<file path="src/pht_cfg.svh">
/*
 * Timing counts, bus addresses, command codes and field layout for the
 * sensor command port.
 * Assumes a 10 MHz system clock and an included-once header.
 */
`ifndef PHT_CFG_SVH
`define PHT_CFG_SVH

`define PHT_CLK_PERIOD_NS  100
`define PHT_HRST_TIME_NS   15000000
`define PHT_HRST_CYCLES    (`PHT_HRST_TIME_NS / `PHT_CLK_PERIOD_NS)
`define PHT_CONV_CYCLES    1000

`define PHT_ADDR_PT        7'h76
`define PHT_ADDR_HUM       7'h40

`define PHT_CMD_CONV_P     8'h48
`define PHT_CMD_CONV_T     8'h58
`define PHT_CMD_ADC_RD     8'h00
`define PHT_CMD_HRST       8'hfe
`define PHT_CMD_UREG_RD    8'he7
`define PHT_CMD_UREG_WR    8'he6

`define PHT_UREG_RST       8'h02
`define PHT_UREG_HEATER    8'h04
`define PHT_UREG_RES8      8'h01

`define PHT_BITS_BYTE      4'h8
`define PHT_WORD_W         24
`define PHT_HCNT_W         18
`define PHT_CCNT_W         16

`endif

</file>
<file path="src/pht_pkg.sv">
/*
 * State types for the sensor command port and its conversion engine.
 * Assumes pht_cfg.svh is on the include path.
 */
`include "pht_cfg.svh"

package pht_pkg;

    typedef enum logic [2:0] {
        PHT_IDLE = 3'b000,
        PHT_ADDR = 3'b001,
        PHT_AACK = 3'b010,
        PHT_WBIT = 3'b011,
        PHT_WACK = 3'b100,
        PHT_RBIT = 3'b101,
        PHT_RACK = 3'b110
    } pht_st_t;

    typedef struct packed {
        pht_st_t                  st;
        logic [3:0]               bits;
        logic [7:0]               sh;
        logic                     hum;
        logic                     rd;
        logic [1:0]               nbyte;
        logic [7:0]               cmd;
        logic                     drv;
        logic [`PHT_WORD_W-1:0]   tx;
        logic                     res_ok;
        logic [7:0]               ureg;
        logic                     hrst;
        logic [`PHT_HCNT_W-1:0]   hcnt;
        logic                     scl_q;
        logic                     sda_q;
    } pht_port_t;

    typedef struct packed {
        logic                     busy;
        logic                     sel;
        logic                     bad;
        logic [`PHT_CCNT_W-1:0]   cnt;
        logic                     done;
        logic [`PHT_WORD_W-1:0]   res;
    } pht_conv_t;

endpackage : pht_pkg

</file>
<file path="src/pht_conv.sv">
/*
 * Conversion engine: runs a fixed-length conversion of the raw pressure or
 * temperature word and holds the result.
 * Assumes the raw words come from an analog front end in the clk domain.
 */
`include "pht_cfg.svh"

module pht_conv #(
    parameter int CONV_CYCLES = `PHT_CONV_CYCLES
) (
    input  wire logic                   clk,
    input  wire logic                   nrst,
    input  wire logic                   start,
    input  wire logic                   sel,
    input  wire logic                   corrupt,
    input  wire logic [`PHT_WORD_W-1:0] raw_pressure_word,
    input  wire logic [`PHT_WORD_W-1:0] raw_temperature_word,
    output logic                        busy,
    output logic                        done,
    output logic [`PHT_WORD_W-1:0]      result
);

    pht_pkg::pht_conv_t s;
    pht_pkg::pht_conv_t n;
    logic [`PHT_WORD_W-1:0] word;

    always_comb begin
        n = s;
        n.done = 1'b0;
        word = s.sel ? raw_temperature_word : raw_pressure_word;
        if (start) begin
            n.busy = 1'b1;
            n.sel = sel;
            n.bad = 1'b0;
            n.cnt = `PHT_CCNT_W'(CONV_CYCLES - 1);
        end else if (s.busy) begin
            // Busy until done; a read meanwhile spoils the result
            if (corrupt) begin
                n.bad = 1'b1;
            end
            if (s.cnt == '0) begin
                n.busy = 1'b0;
                n.done = 1'b1;
                n.res = (s.bad || corrupt) ? ~word : word;
            end else begin
                n.cnt = s.cnt - 1'b1;
            end
        end
    end

    always_ff @(posedge clk or negedge nrst) begin
        if (!nrst) begin
            s <= '0;
        end else begin
            s <= n;
        end
    end

    assign busy   = s.busy;
    assign done   = s.done;
    assign result = s.res;

endmodule : pht_conv

</file>
<file path="src/pht_i2c_port.sv">
/*
 * Two-address bus slave of the combined sensor: conversion command, result
 * read, humidity reset and user register access.
 * Assumes scl and sda are already synchronous to clk and slow against it.
 */
`include "pht_cfg.svh"

module pht_i2c_port #(
    parameter int HRST_CYCLES = `PHT_HRST_CYCLES,
    parameter int CONV_CYCLES = `PHT_CONV_CYCLES
) (
    input  wire logic                   clk,
    input  wire logic                   nrst,
    input  wire logic                   scl_i,
    input  wire logic                   sda_i,
    output logic                        sda_o,
    output logic                        sda_oe_n,
    input  wire logic [`PHT_WORD_W-1:0] raw_pressure_word,
    input  wire logic [`PHT_WORD_W-1:0] raw_temperature_word,
    output logic                        conv_busy,
    output logic                        hum_resetting,
    output logic [7:0]                  hum_user_reg,
    output logic                        hum_res8
);

    pht_pkg::pht_port_t s;
    pht_pkg::pht_port_t n;
    logic                   scl_rise;
    logic                   scl_fall;
    logic                   bus_start;
    logic                   bus_stop;
    logic                   byte_in;
    logic [6:0]             addr;
    logic                   conv_start;
    logic                   conv_sel;
    logic                   conv_corrupt;
    logic                   conv_done;
    logic [`PHT_WORD_W-1:0] conv_res;
    logic                   res_ready;

    assign scl_rise  = scl_i && !s.scl_q;
    assign scl_fall  = !scl_i && s.scl_q;
    assign bus_start = scl_i && s.scl_q && s.sda_q && !sda_i;
    assign bus_stop  = scl_i && s.scl_q && !s.sda_q && sda_i;
    assign byte_in   = scl_fall && s.bits == `PHT_BITS_BYTE;
    assign addr      = s.sh[7:1];
    assign res_ready = (s.res_ok || conv_done) && !conv_busy;

    pht_conv #(
        .CONV_CYCLES          (CONV_CYCLES)
    ) u_conv (
        .clk                  (clk),
        .nrst                 (nrst),
        .start                (conv_start),
        .sel                  (conv_sel),
        .corrupt              (conv_corrupt),
        .raw_pressure_word    (raw_pressure_word),
        .raw_temperature_word (raw_temperature_word),
        .busy                 (conv_busy),
        .done                 (conv_done),
        .result               (conv_res)
    );

    always_comb begin
        n = s;
        n.scl_q = scl_i;
        n.sda_q = sda_i;
        conv_start = 1'b0;
        conv_sel = 1'b0;
        conv_corrupt = 1'b0;
        if (conv_done) begin
            n.res_ok = 1'b1;
        end
        // Humidity reboot timer
        if (s.hrst) begin
            if (s.hcnt == '0) begin
                n.hrst = 1'b0;
            end else begin
                n.hcnt = s.hcnt - 1'b1;
            end
        end
        if (bus_start) begin
            n.st = pht_pkg::PHT_ADDR;
            n.bits = '0;
            n.nbyte = '0;
            n.drv = 1'b0;
        end else if (bus_stop) begin
            n.st = pht_pkg::PHT_IDLE;
            n.drv = 1'b0;
        end else begin
            case (s.st)
                pht_pkg::PHT_ADDR, pht_pkg::PHT_WBIT: begin
                    if (scl_rise) begin
                        n.sh = {s.sh[6:0], sda_i};
                        n.bits = s.bits + 1'b1;
                    end else if (byte_in && s.st == pht_pkg::PHT_ADDR) begin
                        n.bits = '0;
                        n.rd = s.sh[0];
                        if (addr == `PHT_ADDR_PT) begin
                            n.hum = 1'b0;
                            n.drv = 1'b1;
                            n.st = pht_pkg::PHT_AACK;
                        end else if (addr == `PHT_ADDR_HUM && !s.hrst) begin
                            n.hum = 1'b1;
                            n.drv = 1'b1;
                            n.st = pht_pkg::PHT_AACK;
                        end else begin
                            n.st = pht_pkg::PHT_IDLE;
                        end
                    end else if (byte_in) begin
                        n.bits = '0;
                        n.drv = 1'b1;
                        n.st = pht_pkg::PHT_WACK;
                        if (s.nbyte != 2'h3) begin
                            n.nbyte = s.nbyte + 1'b1;
                        end
                        if (s.nbyte == 2'h0) begin
                            n.cmd = s.sh;
                            if (!s.hum) begin
                                if (s.sh == `PHT_CMD_CONV_P ||
                                    s.sh == `PHT_CMD_CONV_T) begin
                                    conv_start = 1'b1;
                                    conv_sel = s.sh == `PHT_CMD_CONV_T;
                                    n.res_ok = 1'b0;
                                end else if (s.sh == `PHT_CMD_ADC_RD) begin
                                    // Result once, zero otherwise
                                    n.tx = res_ready ?
                                           conv_res : '0;
                                    n.res_ok = 1'b0;
                                    conv_corrupt = conv_busy;
                                end
                            end else if (s.sh == `PHT_CMD_HRST) begin
                                n.ureg = (`PHT_UREG_RST & ~`PHT_UREG_HEATER) |
                                         (s.ureg & `PHT_UREG_HEATER);
                                n.hrst = 1'b1;
                                n.hcnt = `PHT_HCNT_W'(HRST_CYCLES - 1);
                            end else if (s.sh == `PHT_CMD_UREG_RD) begin
                                n.tx = {s.ureg, 16'h0000};
                            end
                        end else if (s.nbyte == 2'h1 && s.hum &&
                                     s.cmd == `PHT_CMD_UREG_WR) begin
                            n.ureg = s.sh;
                        end
                    end
                end
                pht_pkg::PHT_AACK: begin
                    if (scl_fall) begin
                        if (s.rd) begin
                            n.drv = !s.tx[`PHT_WORD_W-1];
                            n.st = pht_pkg::PHT_RBIT;
                        end else begin
                            n.drv = 1'b0;
                            n.st = pht_pkg::PHT_WBIT;
                        end
                    end
                end
                pht_pkg::PHT_WACK: begin
                    if (scl_fall) begin
                        n.drv = 1'b0;
                        n.st = pht_pkg::PHT_WBIT;
                    end
                end
                pht_pkg::PHT_RBIT: begin
                    if (scl_rise) begin
                        n.bits = s.bits + 1'b1;
                    end else if (byte_in) begin
                        n.bits = '0;
                        n.drv = 1'b0;
                        n.st = pht_pkg::PHT_RACK;
                    end else if (scl_fall) begin
                        n.tx = {s.tx[`PHT_WORD_W-2:0], 1'b0};
                        n.drv = !s.tx[`PHT_WORD_W-2];
                    end
                end
                pht_pkg::PHT_RACK: begin
                    if (scl_rise && sda_i) begin
                        n.st = pht_pkg::PHT_IDLE;
                    end else if (scl_fall) begin
                        n.tx = {s.tx[`PHT_WORD_W-2:0], 1'b0};
                        n.drv = !s.tx[`PHT_WORD_W-2];
                        n.st = pht_pkg::PHT_RBIT;
                    end
                end
                default: begin
                    n.drv = 1'b0;
                end
            endcase
        end
    end

    always_ff @(posedge clk or negedge nrst) begin
        if (!nrst) begin
            s <= '0;
            s.ureg <= `PHT_UREG_RST;
            s.scl_q <= 1'b1;
            s.sda_q <= 1'b1;
        end else begin
            s <= n;
        end
    end

    // Open-drain: only ever pulls low
    assign sda_o         = 1'b0;
    assign sda_oe_n      = !s.drv;
    assign hum_resetting = s.hrst;
    assign hum_user_reg  = s.ureg;
    assign hum_res8      = s.ureg[0] && !s.ureg[7];
endmodule : pht_i2c_port

</file>
<file path="config.mk">
export PLATFORM = sky130hd
export DESIGN_NAME = pht_i2c_port
export DESIGN_NICKNAME = d
export VERILOG_FILES = /design/src/pht_pkg.sv /design/src/pht_conv.sv /design/src/pht_i2c_port.sv
export VERILOG_INCLUDE_DIRS = /design/src
export SDC_FILE = /design/constraint.sdc
export NUM_CORES = 1
export LEC_CHECK = 0
export CAP_MARGIN = 20
export CORE_MARGIN = 1.5
export CORE_UTILIZATION = 35
export CTS_CLUSTER_DIAMETER = 150
export DETAILED_ROUTE_END_ITERATION = 7
export DONT_BUFFER_PORTS = 1
export GPL_TIMING_DRIVEN = 0
export PLACE_DENSITY_LB_ADDON = 0.25
export SLEW_MARGIN = 20
export SYNTH_ARGS = -nofsm -noshare
export SYNTH_HDL_FRONTEND = slang
export SYNTH_HIERARCHICAL = 1
export SYNTH_SLANG_ARGS = --single-unit
</file>
<file path="constraint.sdc">
create_clock -name clk -period 2.5 [get_ports clk]
set_input_delay 0.125 -clock clk [delete_from_list [all_inputs] [get_ports clk]]
set_output_delay 0.125 -clock clk [all_outputs]
set_load 0.02 [all_outputs]
</file>
==> results of run 1 <==
[path summary, 6_finish.rpt]
path	from	endpoint	slack, ps	cells after the start
hold / removal	nrst	s[81]	-600	0
min in group clk	raw_pressure_word[9]	u_conv/result[9]	60	3
hold reg to reg	s[47]	s[47]	480	2
max in group asynchronous	nrst	hum_user_reg[1]	2860	0
setup reg to reg	s[1]	u_conv/result[3]	110	12
setup / recovery	s[1]	u_conv/result[3]	110	12
[layer usage]
layer / vias up / routed length [um] / share of wire
met5: - / 0 / 0
met4: 0 / 240 / 0.015
li1: 2551 / - / -
met1: 2649 / 7550 / 0.46
met3: 17 / 599 / 0.037
met2: 114 / 7970 / 0.49
[kinds of logic (layout without fill, tap and decap cells)]
logic type,count (synthesis),in the layout
AOI/OAI and AO/OA,119,119
xor gates and xnor gates,42,42
adders and majority gates,8,8
buffers and inverters,86,137
DFF,126,126
muxes,82,82
other,1,1
and+or+nand+nor,238,238
[cell usage after synthesis (all sizes together), types with 17 or more instances]
cell type  instances
mux2i             29
buf               57
a22oi             17
dfrtp            123
o21ai             44
a21oi             19
xor2              32
nand3             18
inv               18
nand2             64
nor3              19
nor2              41
mux2              53
[critical path, cell delays in order, from the launching register on]
cell and delay, ps:
dfstp_2 530, buf_4 160, nand2b_4 100, nor2_4 150
nand3_4 110, nor2_4 140, nand4b_1 150, nor2_1 150
clkbuf_8 160, nor3_4 40, buf_6 130, buf_12 140
mux2_4 300
[what timing repair did]
action | in CTS | in global routing
endpoints found under the hold margin | 128 | 126
resized for setup | 21 | 10
setup buffers | 16 | 4
setup endpoints to repair | 44 | 41
pin swaps | 5 | 5
[cell usage in the layout (no fill, tap or decap), types with 4 or more instances in the layout]
cell type,Yosys,final
o21ai_0,19,19
clkbuf_1,10,7
o21ai_1,22,22
and2_1,9,9
xnor2_1,10,10
ha_1,8,7
clkinvlp_4,0,5
nor4_1,6,5
inv_1,18,17
buf_2,12,11
nor3_1,17,17
o22ai_1,4,4
a22oi_1,17,17
buf_6,5,7
mux2_4,19,19
nor4_4,3,6
dfrtp_1,123,123
or3_1,6,6
a221oi_1,6,6
buf_4,35,55
nand2_1,64,63
nor3b_1,4,4
mux2_2,34,34
a21oi_1,19,19
o31ai_1,5,5
mux2i_1,29,29
nand3_1,17,15
a31oi_1,5,5
xor2_1,32,32
nor2b_1,16,16
nand4_1,7,7
clkbuf_16,0,18
nor2_1,40,38
or4_1,11,11
[cell type report]
type / instances / area [um^2]
multi-input cells: 490 / 3660
flip-flops and latches: 126 / 3160
clock inverters: 13 / 165
clock buffers: 18 / 439
fillers: 1995 / 11800
inverters: 18 / 71.3
plain buffers: 66 / 503
well taps: 270 / 338
repair buffers: 22 / 178
[through the flow]
stage               setup TNS, ps  hold slack (ps)  setup WS (ps)  total power [W]
CTS                          -667             -610          -43.4          0.00593
detailed placement         -17960             -161           -554          0.00333
finish                          0             -597            115          0.00591
global placement           -15970             -161           -488          0.00330
global route                    0             -617           7.78          0.00619
floorplan                       0             -171           5.65          0.00307
[power breakdown]
part	internal (W)	switching, W
combinational	0.000443	0.000553
clock	0.00159	0.000930
sequential	0.00219	0.000210
==> results.txt, run 1 <==
Wirelength per Cell: 16.0 um
Crit path launch type: flop
Via count: 5331
Critical Path End Type: flop
CTS Buffer Depth: 2
Clock Skew: 8.57 ps
Largest net degree at the start of global routing: 127
Top-area cell type share of the netlist area: 0.424
Max reg flops: 66
Synthesized cell area: 7270 um^2
Inst Count DP: 972
Failing checks: hold timing
Worst Hold Class: primary input to async pin
Vias in the first global route: 5474
Largest family of logic cells by synthesized area: simple AND/OR/NAND/NOR gates
Endpoints failing hold: 126
LEAKAGE: 3.36 nW
Number of H-tree levels: 4
Hpwl dp: 11100 um
FFs w/ async S/R, synth: 1.00
Fmax: 419 MHz
Slew Limit Headroom: 0.530
Grt met3 use: 0.0370
Die ar.: 21600 um^2
Flops & latches, synth: 126
Met1 Use GR: 0.209
Post-route clock period utilization: 0.954
PwrDens: 695 nW/um^2
Initial DRC Count: 352
Yosys cell types: 76
Mux cell area share after synthesis: 0.132
# diodes: 0
CP required: 2800 ps
Syn avg cell area: 10.4 um^2
Max IR drop VDD: 0.493 mV
Clock transition at the registers of the reported paths: 60 ps
Max-slew violations: 0
Largest cells by area after synthesis: dfrtp_1 42%, mux2_2 5.3%, mux2i_1 4.0%
Antenna Violating Nets Remaining: 0
Crit Path Class: flop to flop
Layout Nets: 801
Gate Count Post-Synth: 702
Clock sink count: 126
Critical path peak fanout: 10
Number of synthesized flops with an enable pin: 0
Post-route non-filler standard cell count: 1023
Die Width: 147 um
Post-Synth XOR/XNOR Area: 0.0506
Hold buffer count at cts: 2
Synth Area in Compound Gates: 0.107
GPL Wtd Cong: 0.867
CTS tree: done
Residual DRC count: 0
Yosys warnings: 6
Most crowded layer after global routing: met2
Final core occ: 0.419
CTS Buf Count: 17
WP data arrival: 2690 ps
Top_reg_cell synth: dfrtp_1
Vias per cell: 5.21
Initial antenna violation count: 0
Hold Slack: -597 ps
Core Rows: 52
Cell area after placement: 7610 um^2
Status: finished, violations left
RSZ-0062 raised after global routing: no
DRT Wirelength: 16400 um
Synth-to-Final Area Change: 17.1%
Simple logic cell fraction of the synthesized area: 0.188
GR met2 Demand/Resource: 0.266
Sequential fraction of the synthesis area: 0.434
IO Pins: 65
Layout cells sized above 1: 0.262
First-pass GRT wire length: 27800 um
Top reg by flops: s
Core ar.: 20300 um^2
Adder-cell area share of the yosys netlist: 0.0138
Syn Nets: 762
Die height: 147 um
Total grt overflow: 0
Non-Filler Cell Area, Final: 8510 um^2
Final period demand of the worst path: 2390 ps
Synth area leader: dfrtp_1
Max_cap viols: 0
DRT Pass-1 Iters: 5
Worst slew pin tran: 702 ps
GRT Total Usage: 0.161
Setup Viol. Count Final: 0
Root Driver: clkbuf_16
# port buffers: 0
Starting Density: 0.358
Clock latency on the worst-skew pair: 420 ps
Power figures use the tool's default switching activity.
==> run 2, diff against run 1 <==
--- a/config.mk
+++ b/config.mk
@@ -7,6 +7,8 @@
 export NUM_CORES = 1
 export LEC_CHECK = 0
 export CAP_MARGIN = 20
+export CELL_PAD_IN_SITES_DETAIL_PLACEMENT = 1
+export CELL_PAD_IN_SITES_GLOBAL_PLACEMENT = 1
 export CORE_MARGIN = 1.5
 export CORE_UTILIZATION = 35
 export CTS_CLUSTER_DIAMETER = 150
==> results.txt, run 2 (same netlist as run 1, synthesis figures left out) <==
R2r setup slk: 30 ps
Setup Viol. Count Final: 0
# diodes: 0
GRT Total Usage: 0.179
Crit path launch type: flop
Vias in the first global route: 5864
RSZ-0062 raised after global routing: yes
Hold buffer count at cts: 2
Critical Path End Type: flop
Crit Path Class: flop to flop
Peak per-stage delay on the critical path: 390 ps
R2R depth: 13
Cell Chain, Critical Path: inv_1, ha_2, nand3b_1, nor2_4, nand3_4, nor2_4, nand4b_1, nor2_2, clkbuf_8, nor3_4, buf_6, buf_12, mux2_4
Top reg by flops: s
Clock latency on the worst-skew pair: 420 ps
Most used cell along the critical path: nor2_4
WP data arrival: 2780 ps
Final period demand of the worst path: 2470 ps
Crit-path slowest cell: dfrtp_1
CTS Buffer Depth: 2
Non-Filler Cell Area, Final: 8630 um^2
Core ar.: 20300 um^2
Max reg flops: 66
First-pass GRT wire length: 30400 um
# port buffers: 0
Number of H-tree levels: 4
Starting Density: 0.358
Largest net degree at the start of global routing: 127
Layout cells sized above 1: 0.274
Hold Slack: -598 ps
Worst slew pin tran: 738 ps
DRT Wirelength: 18500 um
Fmax: 405 MHz
Slew Limit Headroom: 0.506
Root Driver: clkbuf_16
Initial DRC Count: 235
Core Rows: 52
CP startpoint: s[76]
Cell area after placement: 7610 um^2
Residual DRC count: 0
Delay-heaviest family, CP: simple AND/OR/NAND/NOR gates
Max IR drop VDD: 0.497 mV
Setup ws final: 30.3 ps
Synth-to-Final Area Change: 18.8%
Max-slew violations: 0
Worst Hold Class: primary input to async pin
Vias per cell: 5.27
CTS tree: done
LEAKAGE: 3.44 nW
Max_cap viols: 0
Final core occ: 0.425
Dpl ws: -615 ps
Failing checks: hold timing
Via count: 5447
Status: finished, violations left
Critical path destination: u_conv/result[0]
Commonest non-fill, non-tap cells in the layout: 123 x dfrtp_1, 63 x nand2_1, 62 x buf_4
CTS Buf Count: 17
Hpwl dp: 12700 um
CP required: 2810 ps
Initial antenna violation count: 0
FF-to-FF Start: s[76]
Most common cell after layout, fill and taps aside: dfrtp_1
Antenna Violating Nets Remaining: 0
Clock Skew: 9.02 ps
Number of fill cells in the layout: 2241
Die Width: 147 um
Layout Nets: 811
Endpoints failing hold: 126
Critical path peak fanout: 5
PwrDens: 687 nW/um^2
GPL Wtd Cong: 0.833
Die ar.: 21600 um^2
IO Pins: 65
Die height: 147 um
Total grt overflow: 0
WP depth: 13
CP bufs+invs: 4
Reg2reg end: u_conv/result[0]
Clock sink count: 126
Post-route clock period utilization: 0.988
DRT Pass-1 Iters: 4
Wirelength per Cell: 17.9 um
Clock transition at the registers of the reported paths: 60 ps
-- run 2: cell types whose count changed in the layout (fill, tap and decap cells not counted), sizes merged --
cell / before / now
inv: 18 / 19
clkinv: 5 / 3
clkbuf: 28 / 32
buf: 76 / 85
bufbuf: 0 / 1
clkinvlp: 5 / 3
bufinv: 3 / 2
-- run 2: area by class of cell --
type	instances	area (um^2)	area share
multi-input combinational	490	3650	0.423
buffer	66	523	0.0606
tap	270	338	0.0391
timing repair buffer	32	298	0.0345
clock buffer	22	484	0.0561
inverter	18	71.3	0.00826
sequential	126	3160	0.366
clock inverter	9	108	0.0125
-- run 2: how the worst min path moves through the flow --
stage | from | end | cells after the start
2_1_floorplan | nrst | addr[0] | 0
3_3_place_gp | nrst | s[76] | 0
3_5_place_dp | nrst | s[76] | 0
4_1_cts | nrst | u_conv/result[8] | 0
5_1_grt | nrst | u_conv/s[25] | 0
6_report | nrst | s[76] | 0
-- run 2: where the power goes --
part	leakage, nW	switching (W)	total [W]	internal, W
clock	0.289	0.000937	0.00251	0.00157
combinational	1.62	0.000582	0.00104	0.000462
sequential	1.53	0.000192	0.00238	0.00219
total	3.44	0.00171	0.00593	0.00422
-- run 2: what timing repair did --
action / 4_1_cts / 5_1_grt
endpoints found under the setup margin: 44 / 64
cloned: 2 / 0
pin swaps: 5 / 10
buffers inserted: 20 / 9
hold endpoints to repair: 128 / 126
gates resized for setup: 26 / 15
-- run 2: worst reg2reg max path, delay by kind of cell, from the launching register on --
| family | cells | cell delay [ps] |
|---|---|---|
| buf+inv | 4 | 510 |
| flops | 1 | 390 |
| fa+ha+maj | 1 | 180 |
| simple gates | 7 | 990 |
| mux | 1 | 300 |
-- run 2: per-layer routing --
layer / wire length [um] / GRT usage / vias up
met3: 450 / 0.0314 / 25
met2: 9340 / 0.308 / 87
met1: 8350 / 0.225 / 2770
met4: 336 / 0.0680 / 0
li1: - / - / 2565
met5: 0 / 0 / -
-- run 2: per-stage QoR --
step,setup TNS [ps],power [W],std cells
floorplan,0,0.00307,702
global placement,-17180,0.00330,972
detailed placement,-21210,0.00335,972
CTS,-885,0.00594,1025
global route,-1170,0.00620,1033
finish,0,0.00593,1033
==> run 3, diff against run 2 <==
--- a/config.mk
+++ b/config.mk
@@ -19,5 +19,4 @@
 export SLEW_MARGIN = 20
 export SYNTH_ARGS = -nofsm -noshare
 export SYNTH_HDL_FRONTEND = slang
-export SYNTH_HIERARCHICAL = 1
 export SYNTH_SLANG_ARGS = --single-unit
==> constraint.sdc (replaced) <==
create_clock -name clk -period 2.4 [get_ports clk]
set_input_delay 0.12 -clock clk [delete_from_list [all_inputs] [get_ports clk]]
set_output_delay 0.12 -clock clk [all_outputs]
set_load 0.02 [all_outputs]
==> results.txt, run 3 <==
Clock Skew: 12.4 ps
Top reg by flops: s
Gate Count Post-Synth: 666
LEAKAGE: 3.47 nW
Antenna Violating Nets Remaining: 0
Hold Slack: -611 ps
Yosys cell types: 67
Layout cells sized above 1: 0.215
Number of H-tree levels: 4
Max IR drop VDD: 0.479 mV
Total grt overflow: 0
Initial antenna violation count: 0
Synthesized cell area: 6790 um^2
Die height: 142 um
DRT Pass-1 Iters: 4
Hold buffer count at cts: 13
# diodes: 0
Synth-to-Final Area Change: 21.8%
Top_reg_cell synth: dfrtp_1
CP required: 2700 ps
Die ar.: 20200 um^2
RSZ-0062 raised after global routing: yes
Vias in the first global route: 5540
Top-count cell post-synth: dfrtp_1
Status: finished, violations left
Crit path launch type: flop
Yosys warnings: 0
Initial DRC Count: 235
Max reg flops: 66
Die Width: 142 um
CTS Buffer Depth: 2
Worst Hold Class: primary input to async pin
Syn Nets: 726
Max-slew violations: 0
CTS tree: done
GPL Wtd Cong: 0.837
Critical path peak fanout: 6
Hpwl dp: 11900 um
Final core occ: 0.438
Starting Density: 0.359
Max_cap viols: 0
Fmax: 428 MHz
Residual DRC count: 0
Core ar.: 18900 um^2
Setup ws final: 65.2 ps
CTS Buf Count: 17
Failing checks: hold timing
Endpoints failing hold: 126
WP data arrival: 2640 ps
Slew Limit Headroom: 0.476
Sequential fraction of the synthesis area: 0.465
Vias per cell: 5.25
Dpl ws: -416 ps
Layout Nets: 777
Largest cells by area after synthesis: dfrtp_1 45%, mux2_2 4.5%, mux2i_1 4.1%
Largest net degree at the start of global routing: 127
Syn avg cell area: 10.2 um^2
Flops & latches, synth: 126
Clock transition at the registers of the reported paths: 60 ps
Worst slew pin tran: 786 ps
Number of synthesized flops with an enable pin: 0
Most common cell after layout, fill and taps aside: dfrtp_1
Crit Path Class: flop to flop
Via count: 5200
Synth area leader: dfrtp_1
DRT Wirelength: 18000 um
Top-area cell type share of the netlist area: 0.453
Clock latency on the worst-skew pair: 420 ps
Core Rows: 50
Final period demand of the worst path: 2330 ps
Clock sink count: 126
Synth cell count leaders: 123 x dfrtp_1, 68 x nor2_1, 45 x nand2_1
Setup Viol. Count Final: 0
FFs w/ async S/R, synth: 1.00
Post-route clock period utilization: 0.973
GRT Total Usage: 0.187
Root Driver: clkbuf_16
Critical Path End Type: flop
PwrDens: 813 nW/um^2
# port buffers: 0
Commonest non-fill, non-tap cells in the layout: 117 x dfrtp_1, 64 x nor2_1, 43 x nand2_1
First-pass GRT wire length: 29500 um
IO Pins: 65
Wirelength per Cell: 18.2 um
[run 3: cell count changes after synthesis, sizes merged, moves of 11 or more]
cell | previous run | this run
clkbuf | 11 | 22
a21oi | 19 | 39
buf | 57 | 23
o21ai | 44 | 26
nand2 | 64 | 46
a22oi | 17 | 2
nor2 | 41 | 68
a22o | 1 | 15
[run 3: area by class of cell]
cell class	count	area (um^2)
inverter	20	75.1
clock buffer	23	488
sequential	126	3160
buffer	42	270
clock inverter	9	133
tap	260	325
fill	2114	10600
multi-input combinational	475	3510
timing repair buffer	35	303
[run 3: power by group]
part / internal, W / switching (W) / total (W) / leakage, nW
Clock: 0.00174 / 0.000970 / 0.00271 / 0.299
Sequential: 0.00229 / 0.000127 / 0.00242 / 1.57
Combinational: 0.000651 / 0.000940 / 0.00159 / 1.60
Total: 0.00469 / 0.00204 / 0.00673 / 3.47
[run 3: metal layers]
metal  vias up  share of wire  GRT usage
met3        18          0.030     0.0397
met5         -              0          0
li1       2449              -          -
met2        78           0.49      0.302
met1      2655           0.46      0.253
met4         0          0.013     0.0581
[run 3: worst paths after layout]
check	start	cells after the start	slack, ps	endpoint
max	s[11]	4	70	s[19]
min reg2reg	s[48]	1	490	s[48]
min	nrst	0	-610	s[79]
min in group clk	raw_pressure_word[17]	3	10	u_conv.result[17]
max in group asynchronous	nrst	0	2720	s[5]
max reg2reg	s[11]	4	70	s[19]
[run 3: what timing repair did]
| action | in CTS | in global routing |
|---|---|---|
| setup endpoints to repair | 80 | 76 |
| cloned | 2 | 0 |
| setup buffers | 15 | 5 |
| resized for setup | 37 | 35 |
| endpoints found under the hold margin | 136 | 126 |
| pin swaps | 7 | 5 |
[run 3: critical path, cell delays in order (launching register included)]
cell and delay (ps):
dfrtp_1 430, or4_4 590, or4b_4 550, or3_4 390, a211o_1 250
[run 3: cells by family (layout without fill, tap and decap cells)]
family	after synthesis	in the layout	synth area share
DFF	126	126	0.465
AOI/OAI and AO/OA	117	117	0.113
and+or+nand+nor	224	224	0.178
other	1	1	0.000552
muxes	74	74	0.118
xor gates and xnor gates	50	50	0.0645
adders and majority gates	9	9	0.0162
buffers and inverters	65	129	0.0450
[run 3: metrics by stage]
step,hold WS [ps],std cells,cell area [um^2],TNS [ps],total power (W)
5_1_grt,-633,990,8270,-71.9,0.00706
4_1_cts,-621,986,8110,0,0.00666
2_1_floorplan,-176,666,6790,0,0.00343
3_5_place_dp,-166,926,7120,-21460,0.00376
3_3_place_gp,-167,926,7110,-20050,0.00372
6_report,-611,990,8270,0,0.00673
